<file path="src/design/bsi_defines.svh">
// timing constants of the backlight start-up and interface selector
// assumes a 125 MHz core clock; counts are derived from printed times
`ifndef BSI_DEFINES_SVH
`define BSI_DEFINES_SVH

// ****************************************
// clock and counter sizing
// ****************************************
`define BSI_CLK_MHZ        125
`define BSI_CLK_KHZ        125000
`define BSI_CNT_W          23
`define BSI_BITS           10

// ****************************************
// printed times and the switching frequency, in their own units
// ****************************************
`define BSI_SEL_DELAY_US   100
`define BSI_SEL_LOW_US     260
`define BSI_SEL_WIN_MS     1
`define BSI_START_US       2
`define BSI_BIT_MAX_US     360
`define BSI_ACK_HOLD_US    512
`define BSI_EN_SD_US       2500
`define BSI_DIM_SD_MS      20
`define BSI_SOFT_MS        5
`define BSI_SW_KHZ         1200

// ****************************************
// derived cycle counts
// ****************************************
// sized to the counter width so parameter defaults keep every bit on purpose
`define BSI_SEL_DELAY_CYC  (`BSI_CNT_W'(`BSI_SEL_DELAY_US * `BSI_CLK_MHZ))
`define BSI_SEL_LOW_CYC    (`BSI_CNT_W'(`BSI_SEL_LOW_US * `BSI_CLK_MHZ))
`define BSI_SEL_WIN_CYC    (`BSI_CNT_W'(`BSI_SEL_WIN_MS * `BSI_CLK_KHZ))
`define BSI_START_CYC      (`BSI_CNT_W'(`BSI_START_US * `BSI_CLK_MHZ))
`define BSI_BIT_MAX_CYC    (`BSI_CNT_W'(`BSI_BIT_MAX_US * `BSI_CLK_MHZ))
`define BSI_ACK_HOLD_CYC   (`BSI_CNT_W'(`BSI_ACK_HOLD_US * `BSI_CLK_MHZ))
`define BSI_EN_SD_CYC      (`BSI_CNT_W'(`BSI_EN_SD_US * `BSI_CLK_MHZ))
`define BSI_DIM_SD_CYC     (`BSI_CNT_W'(`BSI_DIM_SD_MS * `BSI_CLK_KHZ))
`define BSI_SOFT_CYC       (`BSI_CNT_W'(`BSI_SOFT_MS * `BSI_CLK_KHZ))
`define BSI_SW_HALF_CYC    (`BSI_CLK_KHZ / `BSI_SW_KHZ / 2)
`define BSI_CODE_RESET     9'h1FF

`endif

</file>
<file path="src/design/bsi_pkg.sv">
// types shared by the selector top and the one-wire receiver
// assumes nothing beyond the defines header
`default_nettype none
package bsi_pkg;
    // decoded one-wire command: ack request then the code
    typedef struct packed {
        logic       ack_req;
        logic [8:0] code;
    } bsi_cmd_type;

    // sequencer states, gray along start-up
    typedef enum logic [2:0] {
        ST_SHUTDOWN = 3'b000,
        ST_DETECT   = 3'b001,
        ST_CHECK    = 3'b011,
        ST_SOFT     = 3'b010,
        ST_RUN      = 3'b110,
        ST_HALT     = 3'b111
    } bsi_state_type;

    // receiver states, gray around the bit loop
    typedef enum logic [1:0] {
        RX_IDLE = 2'b00,
        RX_LOW  = 2'b01,
        RX_HIGH = 2'b11,
        RX_ACK  = 2'b10
    } bsi_rx_type;
endpackage
`default_nettype wire

</file>
<file path="src/design/bsi_onewire_rx.sv">
// one-wire bit decoder and acknowledge driver on the enable line
// assumes line_i is already synchronised to core_clk_i
`include "bsi_defines.svh"
`default_nettype none
module bsi_onewire_rx
    import bsi_pkg::*;
#(
    parameter logic [`BSI_CNT_W-1:0] BIT_MAX_CYC  = `BSI_BIT_MAX_CYC,
    parameter logic [`BSI_CNT_W-1:0] ACK_HOLD_CYC = `BSI_ACK_HOLD_CYC
) (
    input  wire logic  core_clk_i,
    input  wire logic  reset_i,
    input  wire logic  enable_i,
    input  wire logic  line_i,
    output bsi_cmd_type cmd_o,
    output logic       cmd_valid_o,
    output logic       ack_oe_n_o
);
    localparam logic [`BSI_CNT_W-1:0] START_CYC = `BSI_START_CYC;

    bsi_rx_type             st_q,   st_d;    // receiver state
    logic [`BSI_CNT_W-1:0]  cnt_q,  cnt_d;   // phase length counter
    logic [`BSI_CNT_W-1:0]  low_q,  low_d;   // low phase of current bit
    logic [3:0]             nb_q,   nb_d;    // bits taken
    logic [`BSI_BITS-1:0]   sh_q,   sh_d;    // shift register, msb first
    logic                   vld_q,  vld_d;   // command strobe
    logic                   oen_q,  oen_d;   // ack enable, low drives

    // ****************************************
    // next state
    // ****************************************
    always_comb begin
        st_d  = st_q;
        cnt_d = cnt_q + 1'b1;
        low_d = low_q;
        nb_d  = nb_q;
        sh_d  = sh_q;
        vld_d = 1'b0;
        oen_d = 1'b1;
        case (st_q)
            RX_IDLE: begin
                // a start condition is a high phase of at least START_CYC
                if (!line_i) begin
                    cnt_d = '0;
                    nb_d  = '0;
                    if (cnt_q >= START_CYC) begin
                        st_d = RX_LOW;
                    end
                end else if (cnt_q == '1) begin
                    cnt_d = cnt_q; // saturate while idle
                end
            end
            RX_LOW: begin
                if (cnt_q >= BIT_MAX_CYC) begin
                    st_d = RX_IDLE; // too long, drop the stream
                end else if (line_i) begin
                    cnt_d = '0;
                    if (nb_q == 4'(`BSI_BITS)) begin
                        vld_d = 1'b1;
                        if (sh_q[`BSI_BITS-1]) begin
                            st_d  = RX_ACK;
                            oen_d = 1'b0;
                        end else begin
                            st_d = RX_IDLE;
                        end
                    end else begin
                        low_d = cnt_q;
                        st_d  = RX_HIGH;
                    end
                end
            end
            RX_HIGH: begin
                if (cnt_q >= BIT_MAX_CYC) begin
                    st_d = RX_IDLE; // line idles high, start already met
                end else if (!line_i) begin
                    sh_d  = {sh_q[`BSI_BITS-2:0], cnt_q > low_q};
                    nb_d  = nb_q + 1'b1;
                    cnt_d = '0;
                    st_d  = RX_LOW;
                end
            end
            RX_ACK: begin
                oen_d = 1'b0;
                if (cnt_q >= ACK_HOLD_CYC - 1'b1) begin
                    oen_d = 1'b1;
                    cnt_d = '0;
                    st_d  = RX_IDLE;
                end
            end
            default: begin
                st_d = RX_IDLE;
            end
        endcase
        if (!enable_i) begin
            st_d  = RX_IDLE;
            cnt_d = '0;
            oen_d = 1'b1;
        end
    end

    // ****************************************
    // registers
    // ****************************************
    always_ff @(posedge core_clk_i or posedge reset_i) begin
        if (reset_i) begin
            st_q  <= RX_IDLE;
            cnt_q <= '0;
            low_q <= '0;
            nb_q  <= '0;
            sh_q  <= '0;
            vld_q <= 1'b0;
            oen_q <= 1'b1;
        end else begin
            st_q  <= st_d;
            cnt_q <= cnt_d;
            low_q <= low_d;
            nb_q  <= nb_d;
            sh_q  <= sh_d;
            vld_q <= vld_d;
            oen_q <= oen_d;
        end
    end

    assign cmd_o       = bsi_cmd_type'(sh_q);
    assign cmd_valid_o = vld_q;
    assign ack_oe_n_o  = oen_q;

    // ****************************************
    // checks
    // ****************************************
    property p_ack_fast;
        @(posedge core_clk_i) disable iff (reset_i)
        (st_q == RX_LOW && line_i && nb_q == 4'(`BSI_BITS) && sh_q[9] && enable_i
            && cnt_q < BIT_MAX_CYC) |=> !oen_q && vld_q;
    endproperty
    a_ack_fast: assert property (p_ack_fast) else $error("ack late");
    property p_ack_len;
        @(posedge core_clk_i) disable iff (reset_i)
        !oen_q |-> cnt_q < ACK_HOLD_CYC;
    endproperty
    a_ack_len: assert property (p_ack_len) else $error("ack too long");
    property p_ack_req;
        @(posedge core_clk_i) disable iff (reset_i)
        $fell(oen_q) |-> vld_q && cmd_o.ack_req;
    endproperty
    a_ack_req: assert property (p_ack_req) else $error("unrequested ack");
    property p_bit;
        @(posedge core_clk_i) disable iff (reset_i)
        (st_q == RX_HIGH && !line_i && cnt_q < BIT_MAX_CYC && enable_i)
            |=> sh_q[0] == ($past(cnt_q) > $past(low_q));
    endproperty
    a_bit: assert property (p_bit) else $error("bit value wrong");
    c_ack: cover property (@(posedge core_clk_i) $fell(oen_q));
endmodule
`default_nettype wire

</file>
<file path="src/design/bsi_seq_top.sv">
// start-up sequencer and dimming interface selector
// assumes asynchronous enable, dimming and sink-ground inputs
`include "bsi_defines.svh"
`default_nettype none
// Functional notes
// - pulse done inside window selects one-wire
// - no pulse in window selects pulse-width
// - short high, long low decodes zero
// - short low, long high decodes one
// - ack low valid right after stream
// - ack released after hold time
// - ack only when requested by command
// - leave shutdown on enable and dimming high
// - grounded sinks disable their channel
// - both sinks grounded blocks start-up
// - long low on either pin shuts down
// - reduced current limit for first interval
// - switch at fixed frequency
// - code all ones after enable, shutdown
module bsi_seq_top
    import bsi_pkg::*;
#(
    parameter logic [`BSI_CNT_W-1:0] SEL_DELAY_CYC = `BSI_SEL_DELAY_CYC,
    parameter logic [`BSI_CNT_W-1:0] SEL_LOW_CYC   = `BSI_SEL_LOW_CYC,
    parameter logic [`BSI_CNT_W-1:0] SEL_WIN_CYC   = `BSI_SEL_WIN_CYC,
    parameter logic [`BSI_CNT_W-1:0] EN_SD_CYC     = `BSI_EN_SD_CYC,
    parameter logic [`BSI_CNT_W-1:0] DIM_SD_CYC    = `BSI_DIM_SD_CYC,
    parameter logic [`BSI_CNT_W-1:0] SOFT_CYC      = `BSI_SOFT_CYC,
    parameter logic [`BSI_CNT_W-1:0] BIT_MAX_CYC   = `BSI_BIT_MAX_CYC,
    parameter logic [`BSI_CNT_W-1:0] ACK_HOLD_CYC  = `BSI_ACK_HOLD_CYC
) (
    input  wire logic       core_clk_i,
    input  wire logic       reset_i,
    input  wire logic       en_pin_i,
    input  wire logic       dim_pin_i,
    input  wire logic [1:0] sink_grounded_i,
    output logic            en_pin_o,
    output logic            en_pin_oe_n_o,
    output logic            onewire_sel_o,
    output logic [8:0]      brightness_code_o,
    output logic [1:0]      channel_enable_o,
    output logic            startup_limit_o,
    output logic            switch_o,
    output logic            active_o
);
    localparam logic [7:0] SW_HALF = 8'(`BSI_SW_HALF_CYC);

    // ****************************************
    // input synchronisers
    // ****************************************
    // first stage is read only by the second stage
    logic [3:0] sy1_q;
    logic [3:0] sy2_q;
    logic       en_s;
    logic       dim_s;
    logic [1:0] sink_s;

    always_ff @(posedge core_clk_i or posedge reset_i) begin
        if (reset_i) begin
            sy1_q <= '0;
            sy2_q <= '0;
        end else begin
            sy1_q <= {sink_grounded_i, dim_pin_i, en_pin_i};
            sy2_q <= sy1_q;
        end
    end
    assign en_s   = sy2_q[0];
    assign dim_s  = sy2_q[1];
    assign sink_s = sy2_q[3:2];

    // ****************************************
    // sequencer state and counters
    // ****************************************
    bsi_state_type          st_q,    st_d;    // sequencer state
    logic [`BSI_CNT_W-1:0]  tmr_q,   tmr_d;   // window or soft start timer
    logic [`BSI_CNT_W-1:0]  enl_q,   enl_d;   // enable low length
    logic [`BSI_CNT_W-1:0]  diml_q,  diml_d;  // dimming low length
    logic                   selok_q, selok_d; // low pulse long enough
    logic                   ow_q,    ow_d;    // one-wire chosen
    logic [1:0]             chen_q,  chen_d;  // channel enables
    logic                   lim_q,   lim_d;   // reduced limit active
    logic                   act_q,   act_d;   // soft start or run
    logic [8:0]             code_q,  code_d;  // brightness code
    logic [7:0]             swc_q,   swc_d;   // switch divider
    logic                   sw_q,    sw_d;    // switch drive
    logic                   shut;             // long-low shutdown request
    bsi_cmd_type            cmd;
    logic                   cmd_vld;
    logic                   ack_oe_n;

    // saturating increment shared by the timer and the low-length counters
    function automatic logic [`BSI_CNT_W-1:0] sat_inc(input logic [`BSI_CNT_W-1:0] v);
        sat_inc = (v == '1) ? v : v + 1'b1;
    endfunction

    // ****************************************
    // next-state logic
    // ****************************************
    always_comb begin
        st_d    = st_q;
        tmr_d   = sat_inc(tmr_q);
        enl_d   = en_s  ? '0 : sat_inc(enl_q);
        diml_d  = dim_s ? '0 : sat_inc(diml_q);
        selok_d = selok_q;
        ow_d    = ow_q;
        chen_d  = chen_q;
        lim_d   = 1'b0;
        code_d  = code_q;
        shut    = (enl_q >= EN_SD_CYC) || (diml_q >= DIM_SD_CYC);
        case (st_q)
            ST_SHUTDOWN: begin
                tmr_d   = '0;
                selok_d = 1'b0;
                ow_d    = 1'b0;
                chen_d  = 2'b00;
                code_d  = `BSI_CODE_RESET;
                if (en_s && dim_s) begin
                    st_d = ST_DETECT;
                end
            end
            ST_DETECT: begin
                if (!en_s && tmr_q >= SEL_DELAY_CYC && enl_q >= SEL_LOW_CYC - 1'b1) begin
                    selok_d = 1'b1;
                end
                if (en_s && selok_q && !ow_q) begin
                    ow_d = 1'b1; // pulse completed in window
                end
                if (!en_s && enl_q < SEL_LOW_CYC && tmr_q < SEL_DELAY_CYC) begin
                    selok_d = 1'b0; // low before the delay does not count
                end
                if (tmr_q >= SEL_WIN_CYC - 1'b1) begin
                    st_d = ST_CHECK;
                end
            end
            ST_CHECK: begin
                chen_d = ~sink_s;
                tmr_d  = '0;
                st_d   = (&sink_s) ? ST_HALT : ST_SOFT;
            end
            ST_SOFT: begin
                if (tmr_q >= SOFT_CYC - 1'b1) begin
                    st_d = ST_RUN;
                end
            end
            ST_RUN: begin
                lim_d = 1'b0;
            end
            ST_HALT: begin
                chen_d = 2'b00; // stays dark until shutdown
            end
            default: begin
                st_d = ST_SHUTDOWN;
            end
        endcase
        if (cmd_vld && ow_q && (st_q == ST_SOFT || st_q == ST_RUN)) begin
            code_d = cmd.code;
        end
        if (shut && st_q != ST_SHUTDOWN) begin
            st_d   = ST_SHUTDOWN;
            lim_d  = 1'b0;
            chen_d = 2'b00;
            code_d = `BSI_CODE_RESET; // reset when disabled
        end
        // limit and activity follow the next state, so they never lag it
        lim_d = (st_d == ST_SOFT);
        act_d = (st_d == ST_SOFT) || (st_d == ST_RUN);
    end

    // ****************************************
    // switch divider
    // ****************************************
    // runs only while switching is allowed, so a halted part stays quiet
    always_comb begin
        swc_d = '0;
        sw_d  = 1'b0;
        if (st_d == ST_SOFT || st_d == ST_RUN) begin
            swc_d = (swc_q >= SW_HALF - 1'b1) ? 8'h00 : swc_q + 1'b1;
            sw_d  = (swc_q >= SW_HALF - 1'b1) ? ~sw_q : sw_q;
        end
    end

    // ****************************************
    // registers
    // ****************************************
    always_ff @(posedge core_clk_i or posedge reset_i) begin
        if (reset_i) begin
            st_q    <= ST_SHUTDOWN;
            tmr_q   <= '0;
            enl_q   <= '0;
            diml_q  <= '0;
            selok_q <= 1'b0;
            ow_q    <= 1'b0;
            chen_q  <= 2'b00;
            lim_q   <= 1'b0;
            act_q   <= 1'b0;
            code_q  <= `BSI_CODE_RESET;
            swc_q   <= 8'h00;
            sw_q    <= 1'b0;
        end else begin
            st_q    <= st_d;
            tmr_q   <= tmr_d;
            enl_q   <= enl_d;
            diml_q  <= diml_d;
            selok_q <= selok_d;
            ow_q    <= ow_d;
            chen_q  <= chen_d;
            lim_q   <= lim_d;
            act_q   <= act_d;
            code_q  <= code_d;
            swc_q   <= swc_d;
            sw_q    <= sw_d;
        end
    end

    // ****************************************
    // one-wire receiver
    // ****************************************
    bsi_onewire_rx #(
        .BIT_MAX_CYC  (BIT_MAX_CYC),
        .ACK_HOLD_CYC (ACK_HOLD_CYC)
    ) u_rx (
        .core_clk_i  (core_clk_i),
        .reset_i     (reset_i),
        .enable_i    (ow_q && (st_q == ST_SOFT || st_q == ST_RUN)),
        .line_i      (en_s),
        .cmd_o       (cmd),
        .cmd_valid_o (cmd_vld),
        .ack_oe_n_o  (ack_oe_n)
    );

    assign en_pin_o          = 1'b0; // open drain, only ever pulls low
    assign en_pin_oe_n_o     = ack_oe_n;
    assign onewire_sel_o     = ow_q;
    assign brightness_code_o = code_q;
    assign channel_enable_o  = chen_q;
    assign startup_limit_o   = lim_q;
    assign switch_o          = sw_q;
    assign active_o          = act_q;

    // ****************************************
    // checks
    // ****************************************
    property p_wake;
        @(posedge core_clk_i) disable iff (reset_i)
        (st_q == ST_SHUTDOWN && st_d == ST_DETECT) |-> en_s && dim_s;
    endproperty
    a_wake: assert property (p_wake) else $error("woke without pins high");
    property p_chan;
        @(posedge core_clk_i) disable iff (reset_i)
        (st_q == ST_CHECK && !shut) |=> chen_q == ~$past(sink_s);
    endproperty
    a_chan: assert property (p_chan) else $error("channel enable wrong");
    property p_halt;
        @(posedge core_clk_i) disable iff (reset_i)
        (st_q == ST_CHECK && &sink_s && !shut) |=> st_q == ST_HALT ##1 !sw_q;
    endproperty
    a_halt: assert property (p_halt) else $error("started with no sink");
    property p_en_sd;
        @(posedge core_clk_i) disable iff (reset_i)
        (enl_q >= EN_SD_CYC && st_q != ST_SHUTDOWN) |=> st_q == ST_SHUTDOWN;
    endproperty
    a_en_sd: assert property (p_en_sd) else $error("missed enable shutdown");
    property p_soft;
        @(posedge core_clk_i) disable iff (reset_i)
        $rose(active_o) |-> startup_limit_o [*8];
    endproperty
    a_soft: assert property (p_soft) else $error("soft limit missing");
    property p_code;
        @(posedge core_clk_i) disable iff (reset_i)
        (st_q == ST_SHUTDOWN) |=> code_q == `BSI_CODE_RESET;
    endproperty
    a_code: assert property (p_code) else $error("code not default");
    property p_pwm;
        @(posedge core_clk_i) disable iff (reset_i)
        (st_q == ST_DETECT && st_d == ST_CHECK && !selok_q) |=> !ow_q;
    endproperty
    a_pwm: assert property (p_pwm) else $error("one-wire without pulse");
    c_ow:   cover property (@(posedge core_clk_i) $rose(ow_q));
    c_run:  cover property (@(posedge core_clk_i) st_q == ST_RUN && !ow_q);
    c_halt: cover property (@(posedge core_clk_i) st_q == ST_HALT);
    c_cmd:  cover property (@(posedge core_clk_i) cmd_vld && ow_q);
endmodule
`default_nettype wire

</file>
<file path="config.mk">
export PLATFORM = sky130hd
export DESIGN_NAME = bsi_seq_top
export DESIGN_NICKNAME = d
export VERILOG_FILES = /design/src/design/bsi_pkg.sv /design/src/design/bsi_onewire_rx.sv /design/src/design/bsi_seq_top.sv
export VERILOG_INCLUDE_DIRS = /design/src /design/src/design
export SDC_FILE = /design/constraint.sdc
export NUM_CORES = 1
export LEC_CHECK = 0
export BUFFER_PORTS_ARGS = -buffer_cell sky130_fd_sc_hd__buf_4
export CAP_MARGIN = 15
export CORE_MARGIN = 2
export CORE_UTILIZATION = 55
export DETAILED_ROUTE_END_ITERATION = 8
export HOLD_SLACK_MARGIN = 0.15
export PLACE_DENSITY = 0.72
export SLEW_MARGIN = 20
export SYNTH_ARGS = -nofsm -noshare
export SYNTH_HDL_FRONTEND = slang
export SYNTH_SLANG_ARGS = --single-unit
</file>
<file path="constraint.sdc">
create_clock -name core_clk_i -period 9.5 [get_ports core_clk_i]
set_input_delay 0.475 -clock core_clk_i [delete_from_list [all_inputs] [get_ports core_clk_i]]
set_output_delay 0.475 -clock core_clk_i [all_outputs]
set_load 0.005 [all_outputs]
</file>
After elaboration in Yosys (flattened, before gate mapping)
Cells that the tools add are included.
{"block": "word_totals", "register_bits": 168, "output_inout_bits": 17}
{"block": "op_classes", "n_addsub": 6, "magnitude_cmp": 13, "n_eq_ne": 30, "n_mux": 61, "bitwise_logic": 5, "n_reduce_logical": 33}
{"operator": "23-bit 2-to-1 mux", "count": 14}
{"operator": "23-bit by 1-bit adder with 23-bit output, second input constant", "count": 4}
{"operator": "23-bit equality test, second input constant", "count": 4}
{"operator": "23-bit one-hot mux with 4 select lines", "count": 1}
{"operator": "23-bit by 16-bit greater-or-equal comparator with 1-bit output, second input constant", "count": 2}
{"operator": "9-bit 2-to-1 mux", "count": 3}
{"operator": "23-bit by 14-bit greater-or-equal comparator with 1-bit output, second input constant", "count": 1}
{"operator": "23-bit by 15-bit greater-or-equal comparator with 1-bit output, second input constant", "count": 1}
{"operator": "23-bit by 17-bit greater-or-equal comparator with 1-bit output, second input constant", "count": 1}
{"operator": "23-bit by 19-bit greater-or-equal comparator with 1-bit output, second input constant", "count": 1}
{"operator": "23-bit by 20-bit greater-or-equal comparator with 1-bit output, second input constant", "count": 1}
{"operator": "23-bit by 22-bit greater-or-equal comparator with 1-bit output, second input constant", "count": 1}
{"operator": "23-bit by 8-bit greater-or-equal comparator with 1-bit output, second input constant", "count": 1}
{"operator": "23-bit greater-than comparator", "count": 1}
{"operator": "23-bit by 14-bit < comparator with 1-bit output, second input constant", "count": 1}
{"operator": "23-bit by 15-bit < comparator with 1-bit output, second input constant", "count": 1}
{"operator": "2-bit 2-to-1 mux", "count": 11}
{"operator": "8-bit 2-to-1 mux", "count": 2}
{"operator": "1-bit 2-to-1 mux", "count": 15}
{"operator": "3-bit 2-to-1 mux", "count": 5}
{"operator": "3-bit one-hot mux with 5 select lines", "count": 1}
{"operator": "2-bit inequality test, second input constant", "count": 7}
{"operator": "4-bit 2-to-1 mux", "count": 3}
{"operator": "3-bit inequality test, second input constant", "count": 4}
{"operator": "other kinds (29)", "count": 62}

Depth between registers and ports, before layout
Gate-level depths: netlist of the first run.
{"block": "logic_depth", "word_depth": 7, "ltp_mapped": 9, "depth_no_buf": 8}

Hierarchy
Synthesis of the first run repeated with hierarchy kept, for this count alone.
{"block": "hier_totals", "cells_unflattened": 941, "area_unflattened_um2": 8988.6}
{"module": "bsi_seq_top", "n_inst": 1, "cells_per_inst": 554, "area_per_inst_um2": 5266.3, "seq_area_each_um2": 2613.8}
{"module": "bsi_onewire_rx", "n_inst": 1, "cells_per_inst": 387, "area_per_inst_um2": 3722.3, "seq_area_each_um2": 1602.8}

Worst setup path before layout of the first run
Ideal clock, no wire load.
{"block": "synth_timing", "path_kind": "reg-to-reg", "startpoint": "register u_rx.cnt_q[17]", "endpoint": "register u_rx.sh_q[1], in the netlist u_rx.cmd_o[1]", "setup_time_ps": 125, "arrival_time_ps": 2090, "t_required_ps": 9375, "path_slack_ps": 7285, "path_stages_with_launch": 8, "path_buffers": 2, "synth_period_minus_slack_ps": 2215, "cell_sequence": "dfrtp_1 -> or4_4 -> a211oi_2 -> and2_1 -> buf_4 -> and3_1 -> buf_6 -> mux2_2"}
{"block": "synth_via", "elab_chain_cells": 3}
{"element": "from (decl)", "line": "bsi_onewire_rx.sv:22", "text": "logic [`BSI_CNT_W-1:0] cnt_q, cnt_d;"}
{"element": "from (signal assigned)", "line": "bsi_onewire_rx.sv:115", "text": "cnt_q <= cnt_d;"}
{"element": "23-bit by 16-bit greater-or-equal comparator with 1-bit output", "line": "bsi_onewire_rx.sv:73", "text": "if (cnt_q >= BIT_MAX_CYC) begin"}
{"element": "1-bit inverter (no source line)"}
{"element": "3-bit AND reduction (no source line)"}
{"element": "to (signal assigned)", "line": "bsi_onewire_rx.sv:110", "text": "sh_q <= '0;"}
{"element": "to (signal assigned)", "line": "bsi_onewire_rx.sv:118", "text": "sh_q <= sh_d;"}
{"element": "to (decl)", "line": "bsi_onewire_rx.sv:25", "text": "logic [`BSI_BITS-1:0] sh_q, sh_d;"}
Every way passes these cells.
A chain may end at the register's enable or synchronous reset.

Worst setup path in the final report of the first run
{"block": "layout_timing", "startpoint": "register u_rx.cnt_q[17]", "endpoint": "register u_rx.low_q[0]"}
{"block": "layout_via", "elab_chain_cells": 3}
{"element": "23-bit by 16-bit greater-or-equal comparator with 1-bit output", "line": "bsi_onewire_rx.sv:54", "text": "if (cnt_q >= BIT_MAX_CYC) begin"}
{"element": "1-bit inverter (no source line)"}
{"element": "4-bit AND reduction (no source line)"}
{"element": "to (signal assigned)", "line": "bsi_onewire_rx.sv:116", "text": "low_q <= low_d;"}
{"element": "to (decl)", "line": "bsi_onewire_rx.sv:23", "text": "logic [`BSI_CNT_W-1:0] low_q, low_d;"}
Every way passes these cells.

==> results of run 1 <==
placed cells by master, fill, tap and decap left out, types with 17 or more instances in the layout:
cell type / n
nand2_1: 72
xnor2_1: 30
buf_4: 25
inv_1: 51
ha_1: 38
clkbuf_16: 17
nand4_1: 31
nand3_1: 41
xor2_1: 50
dfrtp_1: 158
nor3_1: 36
nor2_1: 116
a21oi_1: 20
o21ai_0: 66
state kept, by name (all words and copies together) (netlist names), 2 cells and up:
register,count
u_rx.cmd_o,10
tmr_q,23
brightness_code_o,9
st_q,3
channel_enable_o,2
u_rx.cnt_q,23
sy2_q,4
swc_q,8
u_rx.st_q,2
u_rx.low_q,23
enl_q,23
diml_q,23
sy1_q,4
u_rx.nb_q,4
area by class of cell:
type	count	area [um^2]
Clock buffer	23	498.0
Clock inverter	7	116.4
Fill cell	1383	5991
Inverter	52	200.2
Multi-Input combinational cell	680	4354
Sequential cell	168	4217
Tap cell	216	270.3
Timing Repair Buffer	30	239.0
what timing repair did:
action	in CTS	in global routing
hold buffers	4	0
gates resized for setup	0	0
endpoints found under the hold margin	4	0
per-layer routing:
| metal | global-route usage | up-vias | routed length, um |
|---|---|---|---|
| met3 | 0.04668 | 27 | 607 |
| li1 | - | 3303 | - |
| met5 | 0 | - | 0 |
| met1 | 0.2994 | 3248 | 8393 |
| met4 | 0.07065 | 0 | 283 |
| met2 | 0.3581 | 105 | 8624 |
power breakdown:
group          switching (mW)  internal (mW)
sequential             0.0277          0.735
clock                   0.274          0.445
combinational          0.0533         0.0339
per-stage QoR:
step                      power, mW  hold slack (ps)  instance area [um^2]    util  setup slack (ps)
after floorplan              0.8381            331.2                  8952       -              4495
after global placement       0.8588            332.2                  9231  0.5811              6642
after detailed placement     0.8608            334.7                  9231  0.5811              6582
after CTS                     1.581            223.2                  9886  0.6223              6574
after global routing          1.627            266.2                  9894  0.6229              6376
final                         1.568            193.7                  9894  0.6229              6567
worst max-delay path, cell delays in order, from the launching register on:
cell      delay, ps
dfrtp_1         420
or4_4           560
a211oi_2        270
nand3_1         240
nor3_4          630
buf_4           340
mux2_2          350
path summary, 6_finish.rpt:
check | startpoint | slack, ps | cells after the start | end
max in group asynchronous | reset_i | 8110 | 3 | enl_q[12]
min in group core_clk_i | sy1_q[1] | 350 | 0 | sy2_q[1]
max reg2reg | u_rx.cnt_q[17] | 6570 | 6 | u_rx.low_q[0]
max | u_rx.cnt_q[17] | 6570 | 6 | u_rx.low_q[0]
min | reset_i | 190 | 2 | tmr_q[0]
min reg2reg | sy1_q[1] | 350 | 0 | sy2_q[1]
cells by family after synthesis:
family	count (synthesis)
other cells	1
buf+inv	95
mux	19
flops	168
simple gates	384
fa+ha+maj	38
compound gates	156
xor+xnor	80
==> results.json, run 1 <==
{
  "yosysMostFrequentCell": "dfrtp_1",
  "post_cts_buffers": 0,
  "port-buffer-count": 21,
  "synth_area_um2": 8945,
  "fp.dieH_um": 131.5,
  "grt_max_degree": 89,
  "synth_top_family_by_area": "simple AND/OR/NAND/NOR gates",
  "start_util": 0.5631,
  "yosysTopAreaCell": "dfrtp_1",
  "drtPass1Iterations": 5,
  "numCtsBuffers": 17,
  "die_w_um": 131.5,
  "synth_commonest_cells": "158 x dfrtp_1, 116 x nor2_1, 72 x nand2_1",
  "async_flop_share": 1.000,
  "max-clock-path-buffers": 2,
  "grt_first_pass_wirelength_mm": 31.44,
  "antenna_cells": 0,
  "dpl.cell_count": 1142,
  "synthMuxAreaShare": 0.02336,
  "hp-class": "input pin to asynchronous set/reset pin",
  "rsz0062_at_grt": "false",
  "layout-drive-gt1-share": 0.1010,
  "num-nets-final": 993,
  "end_kind": "register",
  "synth_top_area_frac": 0.4420,
  "fp-row-count": 46,
  "pwr_density_cell_nw_per_um2": 158.5,
  "arrival_ps": 3250,
  "yosysWarnings": 0,
  "core_area_um2": 15890,
  "tightestPinTransition_ps": 840.9,
  "dieArea_um2": 17300,
  "finClkSkew_ps": 8.098,
  "synth_enable_flop_cells": 0,
  "grt_pass1_vias": 6526,
  "finalWirelength_mm": 17.91,
  "cts_tree": "yes",
  "ant_nets": 0,
  "gr-total-overflow": 0,
  "period_share": 0.3087,
  "critPathLaunchType": "register",
  "area_delta_synth_final_pct": 10.62,
  "cts_num_sinks": 168,
  "post-route-drc-count": 0,
  "synthXorXnorAreaFrac": 0.07833,
  "vias_per_cell": 5.683,
  "vias": 6683,
  "ios": 23,
  "clock.fmax_mhz": 340.9,
  "timing.final.crit_period_ps": 2933,
  "ys.flop_type": "dfrtp_1",
  "syn_avg_cell_area_um2": 9.506,
  "place_congestion": 0.8357,
  "grtUsageTotal": 0.2212,
  "clk_latency_ps": 440,
  "syn-instance-count": 941,
  "fin_setup_tns_ps": 0,
  "clk_pin_slew_ps": 60,
  "synth-compound-area-share": 0.1119,
  "ys_top_cells_by_area": "dfrtp_1 44%, ha_1 5.3%, xor2_1 4.9%, nor2_1 4.9%, o21ai_0 3.7%",
  "path_class": "register to register",
  "ys_types": 75,
  "synthSimpleGateAreaFrac": 0.2175,
  "p_leak_nw": 4.427,
  "seq_area_frac_synth": 0.4714,
  "drt-initial-drc-count": 394,
  "cap_viol_max_count": 0,
  "finalSetupViolCount": 0,
  "finalHoldViolCount": 0,
  "cp.required_ps": 9820,
  "synth_adder_area_share": 0.05315,
  "place_hpwl_mm": 12.20,
  "ys_ff_latch": 168,
  "slew_viol_final": 0,
  "max-slew-margin-rel": 0.4394,
  "ir_drop_mv": 0.1380,
  "antenna_found_initial": 0,
  "status": "complete, no violations",
  "stdcell_count": 1176,
  "root_buffer": "clkbuf_16",
  "htree_levels": 4,
  "crit_fanout": 21,
  "wire_per_inst_um": 15.23
}
Power figures use the tool's default switching activity.
==> inputs of run 2 (changes only) <==
Settings changed: PLACE_DENSITY 0.72 to 0.74.
Clock period 9.5 ns to 2.4 ns, I/O delays scaled along.
==> results.json, run 2 (synthesis gave the netlist of run 1 again) <==
{
  "netSwitchingPower_mw": 1.498,
  "finalWirelength_mm": 18.34,
  "numCtsBuffers": 17,
  "p_clk_frac": 0.441,
  "drtPass1Iterations": 5,
  "post_cts_buffers": 0,
  "area_delta_synth_final_pct": 13.76,
  "p_int_mw": 4.543,
  "slew_viol_final": 0,
  "hp-class": "input pin to register",
  "reg2reg_to": "u_rx.nb_q[3]",
  "cp.required_ps": 2720,
  "num-nets-final": 1031,
  "finalHoldViolCount": 0,
  "clock.fmax_mhz": 428.5,
  "antenna_found_initial": 0,
  "place_congestion": 0.8481,
  "r2r_slack_ps": 70,
  "drt-initial-drc-count": 370,
  "dieArea_um2": 17300,
  "ir_drop_mv": 0.6973,
  "path_class": "register to register",
  "stdcell_count": 1216,
  "hold_slack_ps": 335.4,
  "arrival_ps": 2660,
  "clk_latency_ps": 440,
  "worstHoldStart": "en_pin_i",
  "grtUsageTotal": 0.2228,
  "die_w_um": 131.5,
  "layout-drive-gt1-share": 0.1360,
  "place_hpwl_mm": 12.64,
  "gr-total-overflow": 0,
  "hold_path_end": "sy1_q[0]",
  "clk_pin_slew_ps": 70,
  "critPathBufInv": 1,
  "end_kind": "register",
  "grt_first_pass_wirelength_mm": 31.66,
  "rsz0062_at_grt": "false",
  "dpl.cell_count": 1179,
  "start_util": 0.5631,
  "fp.dieH_um": 131.5,
  "tightestPinTransition_ps": 608.9,
  "cts_num_sinks": 168,
  "pwr-share-comb": 0.061,
  "power_mw": 6.041,
  "slowest_stage": "or4_4",
  "core_area_um2": 15890,
  "ios": 23,
  "cap_viol_max_count": 0,
  "max-clock-path-buffers": 2,
  "r2r_cells": 7,
  "path_delay_family": "simple AND/OR/NAND/NOR gates",
  "status": "complete, no violations",
  "vias_per_cell": 5.629,
  "p_leak_nw": 4.588,
  "max-slew-margin-rel": 0.5916,
  "htree_levels": 4,
  "grt_max_degree": 109,
  "timing.final.crit_period_ps": 2334,
  "min_path_cells": 2,
  "antenna_cells": 0,
  "fp-row-count": 46,
  "ant_nets": 0,
  "critPathLaunchType": "register",
  "period_share": 0.9725,
  "crit_fanout": 4,
  "grt_pass1_vias": 6736,
  "wire_per_inst_um": 15.08,
  "final_core_util": 0.6406,
  "final_cell_mix": "158 x dfrtp_1, 116 x nor2_1, 72 x nand2_1, 66 x o21ai_0, 60 x buf_4",
  "finalSetupViolCount": 0,
  "port-buffer-count": 21,
  "pwr_density_cell_nw_per_um2": 593.7,
  "seqPwrFrac": 0.499,
  "rr_startpoint": "u_rx.cnt_q[18]",
  "root_buffer": "clkbuf_16",
  "critPathMaxStageDelay_ps": 550,
  "final_common_cell": "dfrtp_1",
  "finClkSkew_ps": 7.004,
  "fin_setup_tns_ps": 0,
  "vias": 6845,
  "cts_tree": "yes",
  "crit_chain": "or4_4 -> a211oi_4 -> and2_1 -> buf_4 -> nand4_2 -> mux2_4 -> a22o_1",
  "power.share.switching": 0.2480,
  "post-route-drc-count": 0
}
[run 2: changes by cell type in the layout (fill, tap and decap cells not counted), moves of 2 or more]
cell        change
buf_4          +35
clkinvlp_4      +6
buf_12          +3
clkbuf_8        -3
bufinv_16       -2
inv_6           +2
[run 2: what timing repair did]
item                                   CTS  global route
endpoints found under the hold margin  165             0
gates resized for setup                  0             1
hold buffers                             5             0
setup endpoints to repair                0             1
[run 2: how the worst max path moves through the flow]
| stage | start | endpoint | slack (ps) | cells after the start |
|---|---|---|---|---|
| after floorplan | reset_i | active_o | 150 | 1 |
| after global placement | u_rx.cnt_q[17] | u_rx.nb_q[3] | 120 | 7 |
| after detailed placement | u_rx.cnt_q[17] | u_rx.nb_q[3] | 70 | 7 |
| after CTS | u_rx.cnt_q[17] | u_rx.nb_q[3] | 60 | 7 |
| after global routing | u_rx.cnt_q[17] | u_rx.nb_q[3] | 6 | 7 |
| final | u_rx.cnt_q[18] | u_rx.nb_q[3] | 70 | 7 |
[run 2: through the flow]
| step | cell area [um^2] | worst slack (ps) |
|---|---|---|
| 4_1_cts | 10170 | 61.06 |
| 3_3_place_gp | 9545 | 123.9 |
| 5_1_grt | 10180 | 6.420 |
| 3_5_place_dp | 9545 | 66.49 |
| 6_report | 10180 | 66.05 |
| 2_1_floorplan | 8956 | 147.4 |
[run 2: metal layers]
layer	GRT usage	routed length, um	up-vias
met5	0	0	-
met4	0.07790	438	0
met3	0.04552	698	36
met2	0.3761	9031	134
met1	0.2860	8174	3299
li1	-	-	3376
[run 2: layout make-up]
class                   instances  area [um^2]
fillers                      1329         5709
multi-input cells             680         4357
flip-flops and latches        168         4217
repair buffers                 68        560.5
clock buffers                  19        452.9
well taps                     216        270.3
inverters                      52        198.9
clock inverters                13        120.1
[run 2: worst reg2reg max path: stages (launching register included)]
cell	delay, ps
dfrtp_1	400
or4_4	550
a211oi_4	280
and2_1	250
buf_4	160
nand4_2	110
mux2_4	300
a22o_1	170
[run 2: power groups by stage]
stage               clock [mW]  sequential, mW  combinational, mW
detailed placement           0            3.06              0.363
global placement             0            3.06              0.355
finish                    2.66            3.01              0.367
global route              2.86            3.02              0.415
floorplan                    0            3.03              0.293
CTS                       2.71            3.01              0.373
==> inputs of run 3 (changes only) <==
Settings changed: ABC_AREA set to 1.
==> results.json, run 3 <==
{
  "status": "complete, no violations",
  "finalHoldViolCount": 0,
  "numCtsBuffers": 17,
  "finalSetupViolCount": 0,
  "core_area_um2": 18640,
  "cts-resized-gates": 0,
  "syn_avg_cell_area_um2": 7.162,
  "yosysMostFrequentCell": "nand2_1",
  "antenna_found_initial": 0,
  "clock.fmax_mhz": 470.1,
  "vias_per_cell": 5.470,
  "p_leak_nw": 5.716,
  "dp_worst_setup_slack_ps": 285.1,
  "fp-row-count": 50,
  "critPathLaunchType": "register",
  "ant_nets": 0,
  "cap_viol_max_count": 0,
  "timing.final.crit_period_ps": 2127,
  "grtUsageTotal": 0.2616,
  "synth_top_area_frac": 0.3797,
  "max-clock-path-buffers": 2,
  "finClkSkew_ps": 7.610,
  "gr-total-overflow": 0,
  "yosysTopAreaCell": "dfrtp_1",
  "period_share": 0.8864,
  "place_congestion": 0.9319,
  "pwr_density_cell_nw_per_um2": 567.9,
  "post-route-drc-count": 0,
  "finalWirelength_mm": 24.70,
  "hp-class": "input pin to asynchronous set/reset pin",
  "htree_levels": 4,
  "final_cell_mix": "364 x nand2_1, 199 x nor2_1, 195 x inv_1, 158 x dfrtp_1, 122 x nand3_1",
  "layout-drive-gt1-share": 0.1025,
  "cts_num_sinks": 168,
  "place_hpwl_mm": 18.08,
  "finalWorstSetupSlack_ps": 272.8,
  "ir_drop_mv": 0.5102,
  "syn-instance-count": 1454,
  "clk_latency_ps": 430,
  "end_kind": "register",
  "async_flop_share": 1.000,
  "die_w_um": 141.6,
  "yosysWarnings": 0,
  "cp.required_ps": 2750,
  "slew_viol_final": 0,
  "ys_ff_latch": 168,
  "crit_fanout": 14,
  "reg2reg_to": "tmr_q[16]",
  "port-buffer-count": 21,
  "path_class": "register to register",
  "post_cts_buffers": 0,
  "crit_start": "tmr_q[0]",
  "synth_commonest_cells": "364 x nand2_1, 199 x nor2_1, 196 x inv_1",
  "r2r_slack_ps": 270,
  "area_delta_synth_final_pct": 10.62,
  "num-nets-final": 1534,
  "wire_per_inst_um": 14.22,
  "vias": 9502,
  "drt-initial-drc-count": 723,
  "dieArea_um2": 20050,
  "start_util": 0.5586,
  "rr_startpoint": "tmr_q[0]",
  "synth_enable_flop_cells": 0,
  "fin_setup_tns_ps": 0,
  "root_buffer": "clkbuf_16",
  "clk_pin_slew_ps": 70,
  "cts_tree": "yes",
  "critPathCapture": "tmr_q[16]",
  "synth_area_um2": 10410,
  "ys_types": 52,
  "tightestPinTransition_ps": 629.5,
  "ys.flop_type": "dfrtp_1",
  "r2r_cells": 8,
  "drtPass1Iterations": 7,
  "arrival_ps": 2470,
  "fp.dieH_um": 141.6,
  "final_common_cell": "nand2_1",
  "dpl.cell_count": 1700,
  "grt_first_pass_wirelength_mm": 42.59,
  "max-slew-margin-rel": 0.5771,
  "antenna_cells": 0,
  "grt_pass1_vias": 9044,
  "stdcell_count": 1737,
  "seq_area_frac_synth": 0.4049,
  "grt_max_degree": 56,
  "fillCellCount": 1676,
  "rsz0062_at_grt": "false",
  "ios": 23,
  "ys_top_cells_by_area": "dfrtp_1 38%, nand2_1 13%, nor2_1 7.2%, inv_1 7.1%, nand3_1 5.9%",
  "final_core_util": 0.6179
}
-- run 3: changes by cell type in the layout (fill, tap and decap cells not counted), moves of 21 or more --
cell,before,now
nor2_1,116,199
xor2_1,50,18
xnor2_1,30,2
a21oi_1,20,41
nand2_1,72,364
inv_1,51,195
nand3_1,41,122
-- run 3: layer usage --
metal	share of wire	up-vias	wire [um]	GRT usage
met1	0.47	4414	11640	0.3612
met5	0	-	0	0
met2	0.46	302	11300	0.4234
li1	-	4740	-	-
met4	0.022	0	536	0.09158
met3	0.049	46	1212	0.03915
-- run 3: cell type report --
class / count / area (um^2) / share of cell area
multi-input cells: 1045 / 5226 / 0.4537
clock buffers: 19 / 442.9 / 0.03845
inverters: 209 / 790.8 / 0.06864
clock inverters: 13 / 157.7 / 0.01369
well taps: 234 / 292.8 / 0.02542
flip-flops and latches: 168 / 4217 / 0.3660
repair buffers: 49 / 392.9 / 0.03410
-- run 3: worst min-delay path by stage --
stage / cells past startpoint / endpoint / slack (ps)
finish: 3 / u_rx.cmd_o[4] / 210
global placement: 2 / swc_q[7] / 110
floorplan: 0 / sy1_q[0] / 150
global route: 3 / u_rx.cmd_o[4] / 240
detailed placement: 2 / swc_q[7] / 100
CTS: 3 / u_rx.cmd_o[4] / 210
-- run 3: metrics by stage --
stage,instance area (um^2),power (mW),hold slack (ps)
final,11520,6.542,214.3
after global routing,11520,6.801,241.8
after CTS,11520,6.584,212.7
after detailed placement,10870,3.777,104.5
after global placement,10870,3.764,106.6
after floorplan,10430,3.523,151.4
-- run 3: what timing repair did --
item                                   CTS  global route
endpoints found under the hold margin  166             0
setup endpoints to repair                0             0
hold buffers                             5             0
-- run 3: logic make-up (layout without fill, tap and decap cells) --
family / Yosys count / in the layout / share of synthesized area
DFF: 168 / 168 / 0.4049
adders and majority gates: 38 / 38 / 0.04566
buffers and inverters: 243 / 290 / 0.09396
other: 1 / 3 / 0.0003601
AOI/OAI and AO/OA: 150 / 150 / 0.08062
and+or+nand+nor: 834 / 834 / 0.3577
xor gates and xnor gates: 20 / 20 / 0.01682
-- run 3: power by group --
group / total [mW] / internal (mW) / switching (mW)
Combinational: 0.622 / 0.235 / 0.387
Clock: 2.81 / 1.59 / 1.22
Sequential: 3.11 / 2.98 / 0.128
Total: 6.54 / 4.81 / 1.74
-- run 3: worst max-delay path, cell delays in order, from the launching register on --
cell and delay (ps):
dfrtp_1 390, ha_1 280, inv_1 120, nor3_4 240
nand2_2 120, nor4_4 260, nand3_2 250, buf_4 270
o21ai_0 100
